File: src/logic/mcast_router_pkg.sv
package mcast_router_pkg;

    // Switch shape
    localparam int NUM_FUNC = 4;
    localparam int FUNC_W = 2;
    localparam int ADDR_W = 8;
    localparam int GROUP_W = 6;

    // Global register offsets
    localparam logic [7:0] OFF_CAPABILITY = 8'h00;
    localparam logic [7:0] OFF_CONTROL = 8'h04;
    localparam logic [7:0] OFF_BASE_LOW = 8'h08;
    localparam logic [7:0] OFF_BASE_HIGH = 8'h0C;
    localparam logic [7:0] OFF_HDR_LOG_LOW = 8'h10;
    localparam logic [7:0] OFF_HDR_LOG_HIGH = 8'h14;
    localparam logic [7:0] OFF_HDR_LOG_INFO = 8'h18;

    // Per-function register block: base bit, index field, local offsets
    localparam int FUNC_SEL_BIT = 7;
    localparam int FUNC_IDX_LSB = 5;
    localparam logic [4:0] OFF_BLK_ALL_LOW = 5'h00;
    localparam logic [4:0] OFF_BLK_ALL_HIGH = 5'h04;
    localparam logic [4:0] OFF_BLK_UT_LOW = 5'h08;
    localparam logic [4:0] OFF_BLK_UT_HIGH = 5'h0C;
    localparam logic [4:0] OFF_RCV_LOW = 5'h10;
    localparam logic [4:0] OFF_RCV_HIGH = 5'h14;
    localparam logic [4:0] OFF_FUNC_CTRL = 5'h18;
    localparam logic [4:0] OFF_FUNC_STATUS = 5'h1C;

    // Field positions
    localparam int CTRL_ENABLE_BIT = 15;
    localparam int FCTRL_FUNCTION_MCAST_ENABLE_BIT = 0;
    localparam int FCTRL_UPSTREAM_BIT = 1;
    localparam int STS_PRIMARY_BIT = 0;
    localparam int STS_SECONDARY_BIT = 1;
    localparam int BASE_LOW_LSB = 12;

    // Reset values
    localparam logic [5:0] MAX_GROUP_RESET = 6'h1F;
    localparam logic [5:0] GROUP_COUNT_RESET = 6'h00;
    localparam logic [5:0] INDEX_POS_RESET = 6'h00;

    // Request kinds on the ingress stream
    localparam logic [1:0] KIND_MEM_WRITE = 2'h0;
    localparam logic [1:0] KIND_ADDR_MSG = 2'h1;
    localparam logic [1:0] KIND_OTHER = 2'h2;

    // Address type meaning untranslated
    localparam logic [1:0] AT_UNTRANSLATED = 2'h0;

endpackage

File: src/logic/multicast_tlp_router.sv
// The register addresses and the address-and-strobe port were left to the implementer.
`timescale 1ns/1ps
//
// Contract
// - Only memory writes, address messages are candidates
// - Global enable clear means all unicast
// - Group windows contiguous, only enabled count
// - Window size two to index position
// - Base address held as 64 bits
// - Mask low and group bits, compare base
// - Group ID width ceil log2 count plus one
// - Group ID above count means not multicast
// - Only source validation check on multicast
// - Per-group block-all bit blocks TLP
// - Block-untranslated bit with untranslated AT blocks
// - Blocked TLP dropped, credits returned
// - Blocked TLP reports error, logs header
// - Blocked sets target abort by port role
// - Same forwarding everywhere, offered to all
// - Ingress function never accepts own TLP
// - Accept needs enable and receive bit
// - Accepting function sends on own link
// - Unaccepted multicast discarded without error
// - Posted ordering kept, common error checks
// - Max group count defaults 31, writable
//
module multicast_tlp_router (
    // Clock and reset
    input wire logic core_clk_in,
    input wire logic rst_in,
    // Register port
    input wire logic [7:0] reg_addr_in,
    input wire logic [31:0] reg_wdata_in,
    input wire logic reg_write_in,
    input wire logic reg_read_in,
    output logic [31:0] reg_rdata_out,
    // Ingress TLP stream
    input wire logic tlp_valid_in,
    input wire logic [1:0] tlp_ingress_in,
    input wire logic [1:0] tlp_kind_in,
    input wire logic [63:0] tlp_addr_in,
    input wire logic [1:0] tlp_at_in,
    input wire logic tlp_acs_fail_in,
    input wire logic tlp_error_in,
    // Routing decision
    output logic result_valid_out,
    output logic route_unicast_out,
    output logic is_mcast_out,
    output logic [5:0] group_id_out,
    output logic [3:0] egress_vector_out,
    output logic quiet_discard_out,
    output logic acs_violation_out,
    output logic common_error_out,
    // Blocked handling
    output logic blocked_out,
    output logic credit_return_out,
    output logic aer_mc_blocked_out
);

    ////////////////////////////////////////////////////////////////////////////
    // Helper functions

    // Mask of n low ones
    function automatic logic [63:0] low_mask(input logic [6:0] n);
        low_mask = (n >= 7'h40) ? 64'hFFFFFFFFFFFFFFFF : ((64'h1 << n) - 64'h1);
    endfunction

    // Bits needed to number count plus one groups
    function automatic logic [6:0] group_bits(input logic [5:0] count);
        logic [6:0] bits;
        bits = 7'h00;
        for (int i = 0; i < 7; i++) begin
            if ((8'h01 << i) < ({2'h0, count} + 8'h01)) begin
                bits = 7'(i + 1);
            end
        end
        group_bits = bits;
    endfunction

    ////////////////////////////////////////////////////////////////////////////
    // Configuration state

    logic [5:0] max_group_count; // Advertised group limit
    logic mcast_global_enable; // Switch-wide enable
    logic [5:0] enabled_group_count; // Groups enabled, minus one
    logic [5:0] group_index_position; // Window size exponent
    logic [31:mcast_router_pkg::BASE_LOW_LSB] mcast_base_low; // Base address low part
    logic [31:0] mcast_base_high; // Base address high part
    logic [63:0] group_block_all_vector [mcast_router_pkg::NUM_FUNC]; // Per ingress
    logic [63:0] group_block_untranslated_vector [mcast_router_pkg::NUM_FUNC]; // Per ingress
    logic [63:0] group_receive_vector [mcast_router_pkg::NUM_FUNC]; // Per egress
    logic [mcast_router_pkg::NUM_FUNC-1:0] function_mcast_enable; // Per function
    logic [mcast_router_pkg::NUM_FUNC-1:0] function_upstream; // Port role
    logic [mcast_router_pkg::NUM_FUNC-1:0] primary_abort; // Primary status flag
    logic [mcast_router_pkg::NUM_FUNC-1:0] secondary_abort; // Secondary status flag
    logic [63:0] hdr_log_addr; // Logged address
    logic [7:0] hdr_log_info; // Logged kind, AT, ingress

    ////////////////////////////////////////////////////////////////////////////
    // Register decode

    logic func_sel; // Per-function block hit
    logic [1:0] func_idx; // Addressed function
    logic [4:0] func_off; // Offset inside block

    assign func_sel = reg_addr_in[mcast_router_pkg::FUNC_SEL_BIT];
    assign func_idx = reg_addr_in[mcast_router_pkg::FUNC_IDX_LSB +: 2];
    assign func_off = reg_addr_in[4:0];

    ////////////////////////////////////////////////////////////////////////////
    // Decision logic

    logic candidate; // Eligible request kind
    logic [63:0] base_addr; // Full base address
    logic [6:0] gid_width; // Group ID field width
    logic [63:0] idx_mask; // Bits below index position
    logic [63:0] gid_mask_low; // Group field, unshifted
    logic [63:0] gid_mask; // Group field in place
    logic [63:0] gid_shifted; // Address shifted down
    logic base_hit; // Masked address equals base
    logic [5:0] gid; // Extracted group ID
    logic mc_hit; // Multicast determination
    logic blk; // Blocked multicast
    logic [mcast_router_pkg::NUM_FUNC-1:0] accept; // Accepting functions

    // Classify the current request
    always_comb begin
        candidate = (tlp_kind_in == mcast_router_pkg::KIND_MEM_WRITE) ||
                    (tlp_kind_in == mcast_router_pkg::KIND_ADDR_MSG);
        base_addr = {mcast_base_high, mcast_base_low, 12'h000};
        gid_width = group_bits(enabled_group_count);
        idx_mask = low_mask({1'b0, group_index_position});
        gid_mask_low = low_mask(gid_width);
        gid_mask = gid_mask_low << group_index_position;
        base_hit = ((tlp_addr_in & ~(idx_mask | gid_mask)) == base_addr);
        gid_shifted = (tlp_addr_in >> group_index_position) & gid_mask_low;
        gid = gid_shifted[5:0];
        mc_hit = mcast_global_enable && candidate && base_hit &&
                 (gid <= enabled_group_count);
        blk = group_block_all_vector[tlp_ingress_in][gid] ||
              (group_block_untranslated_vector[tlp_ingress_in][gid] &&
               (tlp_at_in == mcast_router_pkg::AT_UNTRANSLATED));
        for (int f = 0; f < mcast_router_pkg::NUM_FUNC; f++) begin
            // Offered to every function but the ingress one
            accept[f] = (2'(f) != tlp_ingress_in) &&
                        function_mcast_enable[f] && group_receive_vector[f][gid];
        end
    end

    logic mc_clean; // Multicast with no error at all
    logic mc_blocked; // Multicast dropped by block bits

    // Source validation first, then common errors, then block bits
    assign mc_clean = mc_hit && !tlp_acs_fail_in && !tlp_error_in && !blk;
    assign mc_blocked = tlp_valid_in && mc_hit && !tlp_acs_fail_in && !tlp_error_in && blk;

    ////////////////////////////////////////////////////////////////////////////
    // Routing outputs, one stage in arrival order

    // Result stage keeps posted order
    always_ff @(posedge core_clk_in) begin
        if (rst_in) begin
            result_valid_out <= 1'b0;
            route_unicast_out <= 1'b0;
            is_mcast_out <= 1'b0;
            group_id_out <= 6'h00;
            egress_vector_out <= 4'h0;
            quiet_discard_out <= 1'b0;
            acs_violation_out <= 1'b0;
            common_error_out <= 1'b0;
        end else begin
            result_valid_out <= tlp_valid_in;
            route_unicast_out <= tlp_valid_in && !mc_hit;
            is_mcast_out <= tlp_valid_in && mc_hit;
            group_id_out <= (tlp_valid_in && mc_hit) ? gid : 6'h00;
            // Accepting functions transmit on their own links
            egress_vector_out <= (tlp_valid_in && mc_clean) ? accept : 4'h0;
            // Nobody accepted: dropped with no report
            quiet_discard_out <= tlp_valid_in && mc_clean && (accept == 4'h0);
            acs_violation_out <= tlp_valid_in && mc_hit && tlp_acs_fail_in;
            // Malformed, poison, ECRC go the usual error path
            common_error_out <= tlp_valid_in && mc_hit && !tlp_acs_fail_in && tlp_error_in;
        end
    end

    ////////////////////////////////////////////////////////////////////////////
    // Blocked handling

    // Drop, return credits, report to AER
    always_ff @(posedge core_clk_in) begin
        if (rst_in) begin
            blocked_out <= 1'b0;
            credit_return_out <= 1'b0;
            aer_mc_blocked_out <= 1'b0;
        end else begin
            blocked_out <= mc_blocked;
            credit_return_out <= mc_blocked;
            aer_mc_blocked_out <= mc_blocked;
        end
    end

    // Header log of the last blocked TLP
    always_ff @(posedge core_clk_in) begin
        if (rst_in) begin
            hdr_log_addr <= 64'h0;
            hdr_log_info <= 8'h00;
        end else if (mc_blocked) begin
            hdr_log_addr <= tlp_addr_in;
            hdr_log_info <= {2'h0, tlp_kind_in, tlp_at_in, tlp_ingress_in};
        end
    end

    // Target abort flags, set wins over a clear
    always_ff @(posedge core_clk_in) begin
        if (rst_in) begin
            primary_abort <= '0;
            secondary_abort <= '0;
        end else begin
            for (int f = 0; f < mcast_router_pkg::NUM_FUNC; f++) begin
                logic hit_f;
                logic clr_f;
                hit_f = mc_blocked && (tlp_ingress_in == 2'(f));
                clr_f = reg_write_in && func_sel && (func_idx == 2'(f)) &&
                        (func_off == mcast_router_pkg::OFF_FUNC_STATUS);
                if (hit_f && function_upstream[f]) begin
                    // Upstream port: primary status
                    primary_abort[f] <= 1'b1;
                end else if (clr_f && reg_wdata_in[mcast_router_pkg::STS_PRIMARY_BIT]) begin
                    primary_abort[f] <= 1'b0;
                end
                if (hit_f && !function_upstream[f]) begin
                    // Downstream port: secondary status
                    secondary_abort[f] <= 1'b1;
                end else if (clr_f && reg_wdata_in[mcast_router_pkg::STS_SECONDARY_BIT]) begin
                    secondary_abort[f] <= 1'b0;
                end
            end
        end
    end

    ////////////////////////////////////////////////////////////////////////////
    // Global register writes

    // Capability, control and base address
    always_ff @(posedge core_clk_in) begin
        if (rst_in) begin
            max_group_count <= mcast_router_pkg::MAX_GROUP_RESET;
            mcast_global_enable <= 1'b0;
            enabled_group_count <= mcast_router_pkg::GROUP_COUNT_RESET;
            group_index_position <= mcast_router_pkg::INDEX_POS_RESET;
            mcast_base_low <= '0;
            mcast_base_high <= 32'h0;
        end else if (reg_write_in && !func_sel) begin
            case (reg_addr_in)
                mcast_router_pkg::OFF_CAPABILITY: begin
                    // Reprogrammable during initial setup
                    max_group_count <= reg_wdata_in[5:0];
                end
                mcast_router_pkg::OFF_CONTROL: begin
                    mcast_global_enable <= reg_wdata_in[mcast_router_pkg::CTRL_ENABLE_BIT];
                    enabled_group_count <= reg_wdata_in[5:0];
                end
                mcast_router_pkg::OFF_BASE_LOW: begin
                    group_index_position <= reg_wdata_in[5:0];
                    mcast_base_low <= reg_wdata_in[31:mcast_router_pkg::BASE_LOW_LSB];
                end
                mcast_router_pkg::OFF_BASE_HIGH: begin
                    mcast_base_high <= reg_wdata_in;
                end
                default: begin
                    // Read-only or unmapped: ignored
                end
            endcase
        end
    end

    ////////////////////////////////////////////////////////////////////////////
    // Per-function register writes

    // Block, receive and control per function
    always_ff @(posedge core_clk_in) begin
        if (rst_in) begin
            for (int f = 0; f < mcast_router_pkg::NUM_FUNC; f++) begin
                group_block_all_vector[f] <= 64'h0;
                group_block_untranslated_vector[f] <= 64'h0;
                group_receive_vector[f] <= 64'h0;
            end
            function_mcast_enable <= '0;
            function_upstream <= '0;
        end else if (reg_write_in && func_sel) begin
            case (func_off)
                mcast_router_pkg::OFF_BLK_ALL_LOW: begin
                    group_block_all_vector[func_idx][31:0] <= reg_wdata_in;
                end
                mcast_router_pkg::OFF_BLK_ALL_HIGH: begin
                    group_block_all_vector[func_idx][63:32] <= reg_wdata_in;
                end
                mcast_router_pkg::OFF_BLK_UT_LOW: begin
                    group_block_untranslated_vector[func_idx][31:0] <= reg_wdata_in;
                end
                mcast_router_pkg::OFF_BLK_UT_HIGH: begin
                    group_block_untranslated_vector[func_idx][63:32] <= reg_wdata_in;
                end
                mcast_router_pkg::OFF_RCV_LOW: begin
                    group_receive_vector[func_idx][31:0] <= reg_wdata_in;
                end
                mcast_router_pkg::OFF_RCV_HIGH: begin
                    group_receive_vector[func_idx][63:32] <= reg_wdata_in;
                end
                mcast_router_pkg::OFF_FUNC_CTRL: begin
                    function_mcast_enable[func_idx] <= reg_wdata_in[mcast_router_pkg::FCTRL_FUNCTION_MCAST_ENABLE_BIT];
                    function_upstream[func_idx] <= reg_wdata_in[mcast_router_pkg::FCTRL_UPSTREAM_BIT];
                end
                default: begin
                    // Status is write-one-to-clear elsewhere
                end
            endcase
        end
    end

    ////////////////////////////////////////////////////////////////////////////
    // Register reads

    logic [31:0] next_rdata; // Read mux result

    // Select read data, zero for unmapped
    always_comb begin
        next_rdata = 32'h0;
        if (func_sel) begin
            case (func_off)
                mcast_router_pkg::OFF_BLK_ALL_LOW: next_rdata = group_block_all_vector[func_idx][31:0];
                mcast_router_pkg::OFF_BLK_ALL_HIGH: next_rdata = group_block_all_vector[func_idx][63:32];
                mcast_router_pkg::OFF_BLK_UT_LOW: next_rdata = group_block_untranslated_vector[func_idx][31:0];
                mcast_router_pkg::OFF_BLK_UT_HIGH: next_rdata = group_block_untranslated_vector[func_idx][63:32];
                mcast_router_pkg::OFF_RCV_LOW: next_rdata = group_receive_vector[func_idx][31:0];
                mcast_router_pkg::OFF_RCV_HIGH: next_rdata = group_receive_vector[func_idx][63:32];
                mcast_router_pkg::OFF_FUNC_CTRL: begin
                    next_rdata[mcast_router_pkg::FCTRL_FUNCTION_MCAST_ENABLE_BIT] = function_mcast_enable[func_idx];
                    next_rdata[mcast_router_pkg::FCTRL_UPSTREAM_BIT] = function_upstream[func_idx];
                end
                mcast_router_pkg::OFF_FUNC_STATUS: begin
                    next_rdata[mcast_router_pkg::STS_PRIMARY_BIT] = primary_abort[func_idx];
                    next_rdata[mcast_router_pkg::STS_SECONDARY_BIT] = secondary_abort[func_idx];
                end
                default: next_rdata = 32'h0;
            endcase
        end else begin
            case (reg_addr_in)
                mcast_router_pkg::OFF_CAPABILITY: next_rdata = {26'h0, max_group_count};
                mcast_router_pkg::OFF_CONTROL: begin
                    next_rdata[5:0] = enabled_group_count;
                    next_rdata[mcast_router_pkg::CTRL_ENABLE_BIT] = mcast_global_enable;
                end
                mcast_router_pkg::OFF_BASE_LOW: next_rdata = {mcast_base_low, 6'h00, group_index_position};
                mcast_router_pkg::OFF_BASE_HIGH: next_rdata = mcast_base_high;
                mcast_router_pkg::OFF_HDR_LOG_LOW: next_rdata = hdr_log_addr[31:0];
                mcast_router_pkg::OFF_HDR_LOG_HIGH: next_rdata = hdr_log_addr[63:32];
                mcast_router_pkg::OFF_HDR_LOG_INFO: next_rdata = {24'h0, hdr_log_info};
                default: next_rdata = 32'h0;
            endcase
        end
    end

    // Read data stands the cycle after the strobe only
    always_ff @(posedge core_clk_in) begin
        if (rst_in) begin
            reg_rdata_out <= 32'h0;
        end else if (reg_read_in) begin
            reg_rdata_out <= next_rdata;
        end else begin
            reg_rdata_out <= 32'h0;
        end
    end

endmodule

File: config.mk
export PLATFORM = sky130hd
export DESIGN_NAME = multicast_tlp_router
export DESIGN_NICKNAME = d
export VERILOG_FILES = /design/src/logic/mcast_router_pkg.sv /design/src/logic/multicast_tlp_router.sv
export SDC_FILE = /design/constraint.sdc
export NUM_CORES = 2
export LEC_CHECK = 0
export BUFFER_PORTS_ARGS = -buffer_cell sky130_fd_sc_hd__buf_2
export CELL_PAD_IN_SITES_DETAIL_PLACEMENT = 1
export CELL_PAD_IN_SITES_GLOBAL_PLACEMENT = 2
export CORE_MARGIN = 3
export CORE_UTILIZATION = 43
export DETAILED_ROUTE_END_ITERATION = 6
export HOLD_SLACK_MARGIN = 0.06
export PLACE_DENSITY = 0.88
export SYNTH_ARGS = -nofsm -noshare
export SYNTH_HDL_FRONTEND = slang
export SYNTH_SLANG_ARGS = --single-unit
export TNS_END_PERCENT = 5
File: constraint.sdc
create_clock -name core_clk_in -period 8.75 [get_ports core_clk_in]
set_clock_uncertainty 0.2 [all_clocks]
set_input_delay 1.3125 -clock core_clk_in [delete_from_list [all_inputs] [get_ports core_clk_in]]
set_output_delay 1.3125 -clock core_clk_in [all_outputs]
set_load 0.02 [all_outputs]
==> key figures <==
Clock network
  • Max H-tree Level: 3
  • Worst-skew pair later-pin latency: 0.74 ns
  • Maximum clock path buffer count: 3
  • Cell at the root of the clock tree: sky130_fd_sc_hd__clkbuf_16
  • Num CTS Buffers: 106
  • TritonCTS clock tree: yes
  • Number of hold-repair buffers added at the cts stage: 0
  • Clock edge transition at the registers on the reported setup and hold paths: 0.06 ns
  • # clock sinks: about 1000
  • Post-cts gate resize count: 0
  • Post CTS Setup Buffer Count: 0

Outcome
  • Status: complete, but fails checks
  • Failing checks: design-rule violations

Logic synthesis
  • Share of flip-flops with an asynchronous set or reset after synthesis: 0%
  • Netlist area before placement: 57100 um^2
  • Dominant register cell in the synthesized netlist: sky130_fd_sc_hd__edfxtp_1
  • Average footprint of a synthesized cell: 11.2 um^2
  • Share of synthesized area occupied by flip-flops and latches: 47.6%
  • #FFs+latches synth: 974
  • Net count after synthesis: 5220
  • Leading post-synthesis cells by cell area: sky130_fd_sc_hd__edfxtp_1, sky130_fd_sc_hd__mux4_2, sky130_fd_sc_hd__dfxtp_1, sky130_fd_sc_hd__and2_1, sky130_fd_sc_hd__nand2_1
  • Number of enable-type register cells in the synthesized netlist: 768
  • Synthesized instance count: 5091
  • Yosys Warn Count: 0
  • Distinct cell type count after synthesis: between 90 and 100
  • Largest area contributor in the netlist: sky130_fd_sc_hd__edfxtp_1
  • Area share of the leading cell type in the synthesized netlist: 40.4%

Power and ir drop
  • Largest voltage drop on the vdd net: approximately 0.18 mV
  • Power density over the cells: approximately 170 nW/um^2
  • Leakage dissipation: about 0.022 uW

Finish
  • Final layout net count: 5213
  • Post-route cell area: approximately 64000 um^2
  • Area Growth Syn to Fin: 11.5%
  • Fraction of layout cells with a size suffix above 1: around 20%

Drt
  • Vias after detailed routing: 49658
  • Number of DRC markers in iteration 0: 7521
  • Count of TritonRoute iterations in the first routing pass: 7
  • Final wirelength: 288 mm
  • WL per Instance: 41.6 um
  • Number of remaining DRC errors: 7
  • Remaining antenna violation count: 0
  • Avg Vias per Cell: 7.16

Setup path
  • Worst R2R Setup Slack: 0.38 ns
  • CP most frequent cell: sky130_fd_sc_hd__ha_1
  • Critical-path top delay cell: sky130_fd_sc_hd__ha_1
  • Required time of the worst setup path: 9.22 ns
  • Type of the worst setup path: flip-flop to flip-flop
  • Kind of start point of the critical path: flip-flop
  • Largest driver fanout on the critical path: 24
  • Crit-path max cell delay: 0.58 ns
  • Kind of end point of the critical path: flip-flop
  • Crit path DAT: 8.84 ns

Min path
  • Class of the worst hold path: flip-flop to flip-flop

Timing
  • Worst slack on hold paths: 0.266 ns
  • Number of endpoints failing setup at the final stage: 0
  • Post-route setup TNS: 0 ns
  • Maximum clock frequency: about 120 MHz
  • Worst-Margin Slew: 1.31 ns
  • Fin crit share: between 90% and 100%
  • Max-slew violation count: 0
  • Tightest slew margin relative to the limit: 11.6%
  • RSZ-0062 raised after global routing: false
  • Clock period minus worst slack: 8.37 ns
  • Final Hold Vio Count: 0

Placement
  • Detailed Place HPWL: 201 mm
  • Post-detailed-placement cell area: about 60000 um^2
  • Total of buffers placed on input and output ports: approximately 170
  • Global placer's final weighted congestion: ~1.1

Global route
  • Total routing resource utilization after global routing: 41.4%
  • Gr ovfl total: 0
  • Antenna violations before repair: 23
  • Vias in the first global route: 49275
  • Maximum number of pins on one net before global-route repair: 127
  • First-pass GRT wire length: 400 mm

Die
  • Count of standard-cell rows: 133
  • Floorplan die width: around 370 um
  • Initial standard-cell utilization of the core: 43.4%
  • Placeable core region: 132000 um^2
  • Vert. Die Dim: 370 um
  • Top-level I/O count: around 170
  • Die area: 137000 um^2

Job
  • Max-cap violations: 0
[power by group]
part / internal, uW / total [uW] / leakage, uW / switching (uW)
combinational: 399 / 1150 / 0.0118 / 756
sequential: 5180 / 5290 / 0.00895 / 113
clock: 2650 / 4660 / 0.00170 / 2010
[path summary, 6_finish.rpt]
check / from / to / cells past startpoint
worst max-delay path: enabled_group_count[0] / primary_abort[0] / 28
worst min-delay path: mcast_base_high[9] / mcast_base_high[9] / 2
worst max register to register: enabled_group_count[0] / primary_abort[0] / 28
worst min register to register: mcast_base_high[9] / mcast_base_high[9] / 2
[cells in the final DEF, fill, tap and decap left out, types with 154 or more instances in the layout]
master and instances:
sky130_fd_sc_hd__nand2_1 600, sky130_fd_sc_hd__mux4_2 380, sky130_fd_sc_hd__nor2_1 260, sky130_fd_sc_hd__and2_1 566, sky130_fd_sc_hd__dfxtp_1 200, sky130_fd_sc_hd__nand3_1 156
sky130_fd_sc_hd__buf_4 196, sky130_fd_sc_hd__mux2i_1 210, sky130_fd_sc_hd__edfxtp_1 768, sky130_fd_sc_hd__nor3_1 154, sky130_fd_sc_hd__a21oi_1 185, sky130_fd_sc_hd__buf_2 162
[cell families (layout without fill, tap and decap cells)]
logic type,count (synthesis),after routing,synth area share [%]
fa+ha+maj,12,12,0.263
other cells,0,9,0
mux,610,610,19.1
buf+inv,544,624,3.73
simple gates,2060,2060,18.3
xor+xnor,6,6,0.0921
compound gates,885,885,11.0
flops,974,974,47.6
[registers in the layout, summed over array words and instances (netlist names), 4 cells and up]
register	count
group_block_all_vector	256
group_receive_vector	256
function_upstream	4
reg_rdata_out	32
max_group_count	6
hdr_log_info	6
enabled_group_count	6
primary_abort	4
function_mcast_enable	4
mcast_base_low	20
mcast_base_high	32
group_index_position	6
hdr_log_addr	64
egress_vector_out	4
secondary_abort	4
group_block_untranslated_vector	256
group_id_out	6
[per-stage QoR]
stage          util [%]  setup slack (ns)  cells  total power (uW)
2_1_floorplan         -             0.702   5091              5950
3_3_place_gp       45.7             0.701   6731              6450
3_5_place_dp       45.7             0.496   6731              6490
4_1_cts            48.3             0.460   6926             11100
5_1_grt            48.3            0.0233   6927             11300
6_report           48.4             0.377   6935             11100
[routing by layer]
metal  GRT usage, %  part of all wire, %  vias up  wire (um)
met5              0                0.033        -         96
met4           24.8                  7.6       14      21800
met3           9.97                   11      947      32000
met2           64.0                   45     3754     129000
met1           52.8                   37    25559     106000
li1               -                    -    19384          -
[synth_stat cells, types with 16 or more instances]
master                        n
sky130_fd_sc_hd__inv_1       47
sky130_fd_sc_hd__dfxtp_1    206
sky130_fd_sc_hd__mux2i_1    210
sky130_fd_sc_hd__a221oi_1    27
sky130_fd_sc_hd__nand3_1    156
sky130_fd_sc_hd__and3_1      81
sky130_fd_sc_hd__nand2b_1    25
sky130_fd_sc_hd__o211ai_1    54
sky130_fd_sc_hd__clkbuf_1   352
sky130_fd_sc_hd__nand2_1    602
sky130_fd_sc_hd__a22oi_1    131
sky130_fd_sc_hd__a21oi_1    188
sky130_fd_sc_hd__mux4_2     380
sky130_fd_sc_hd__mux2_2      20
sky130_fd_sc_hd__a32oi_1     28
sky130_fd_sc_hd__nor3_1     159
sky130_fd_sc_hd__buf_2       50
sky130_fd_sc_hd__nand4_1     31
sky130_fd_sc_hd__and2_1     567
sky130_fd_sc_hd__nor2b_1     21
sky130_fd_sc_hd__buf_1       77
sky130_fd_sc_hd__or3_1       19
sky130_fd_sc_hd__o21ai_0    111
sky130_fd_sc_hd__or2_2       30
sky130_fd_sc_hd__a31oi_1     63
sky130_fd_sc_hd__o2111ai_1   16
sky130_fd_sc_hd__o22ai_1     27
sky130_fd_sc_hd__nor2_1     286
sky130_fd_sc_hd__nor4_1      26
sky130_fd_sc_hd__edfxtp_1   768
sky130_fd_sc_hd__a211oi_1    26
[area by class of cell]
class,instances,area [um^2]
inverters,59,228
diodes,9,22.5
fillers,13790,68000
multi-input cells,3573,28000
clock buffers,140,2940
repair buffers,370,2490
flip-flops and latches,974,27200
clock inverters,55,578
well taps,1755,2200
[worst max-delay path, delay by kind of cell, from the launching register on]
kind                     cells  cell delay (ns)
AND/OR/NAND/NOR             12             3.07
AO/OA/AOI/OAI                9             2.01
adder cells (fa/ha/maj)      3             1.32
buffers and inverters        3             0.75
flip-flops                   1             0.57
multiplexers                 1             0.38
Power figures use the tool's default switching activity.
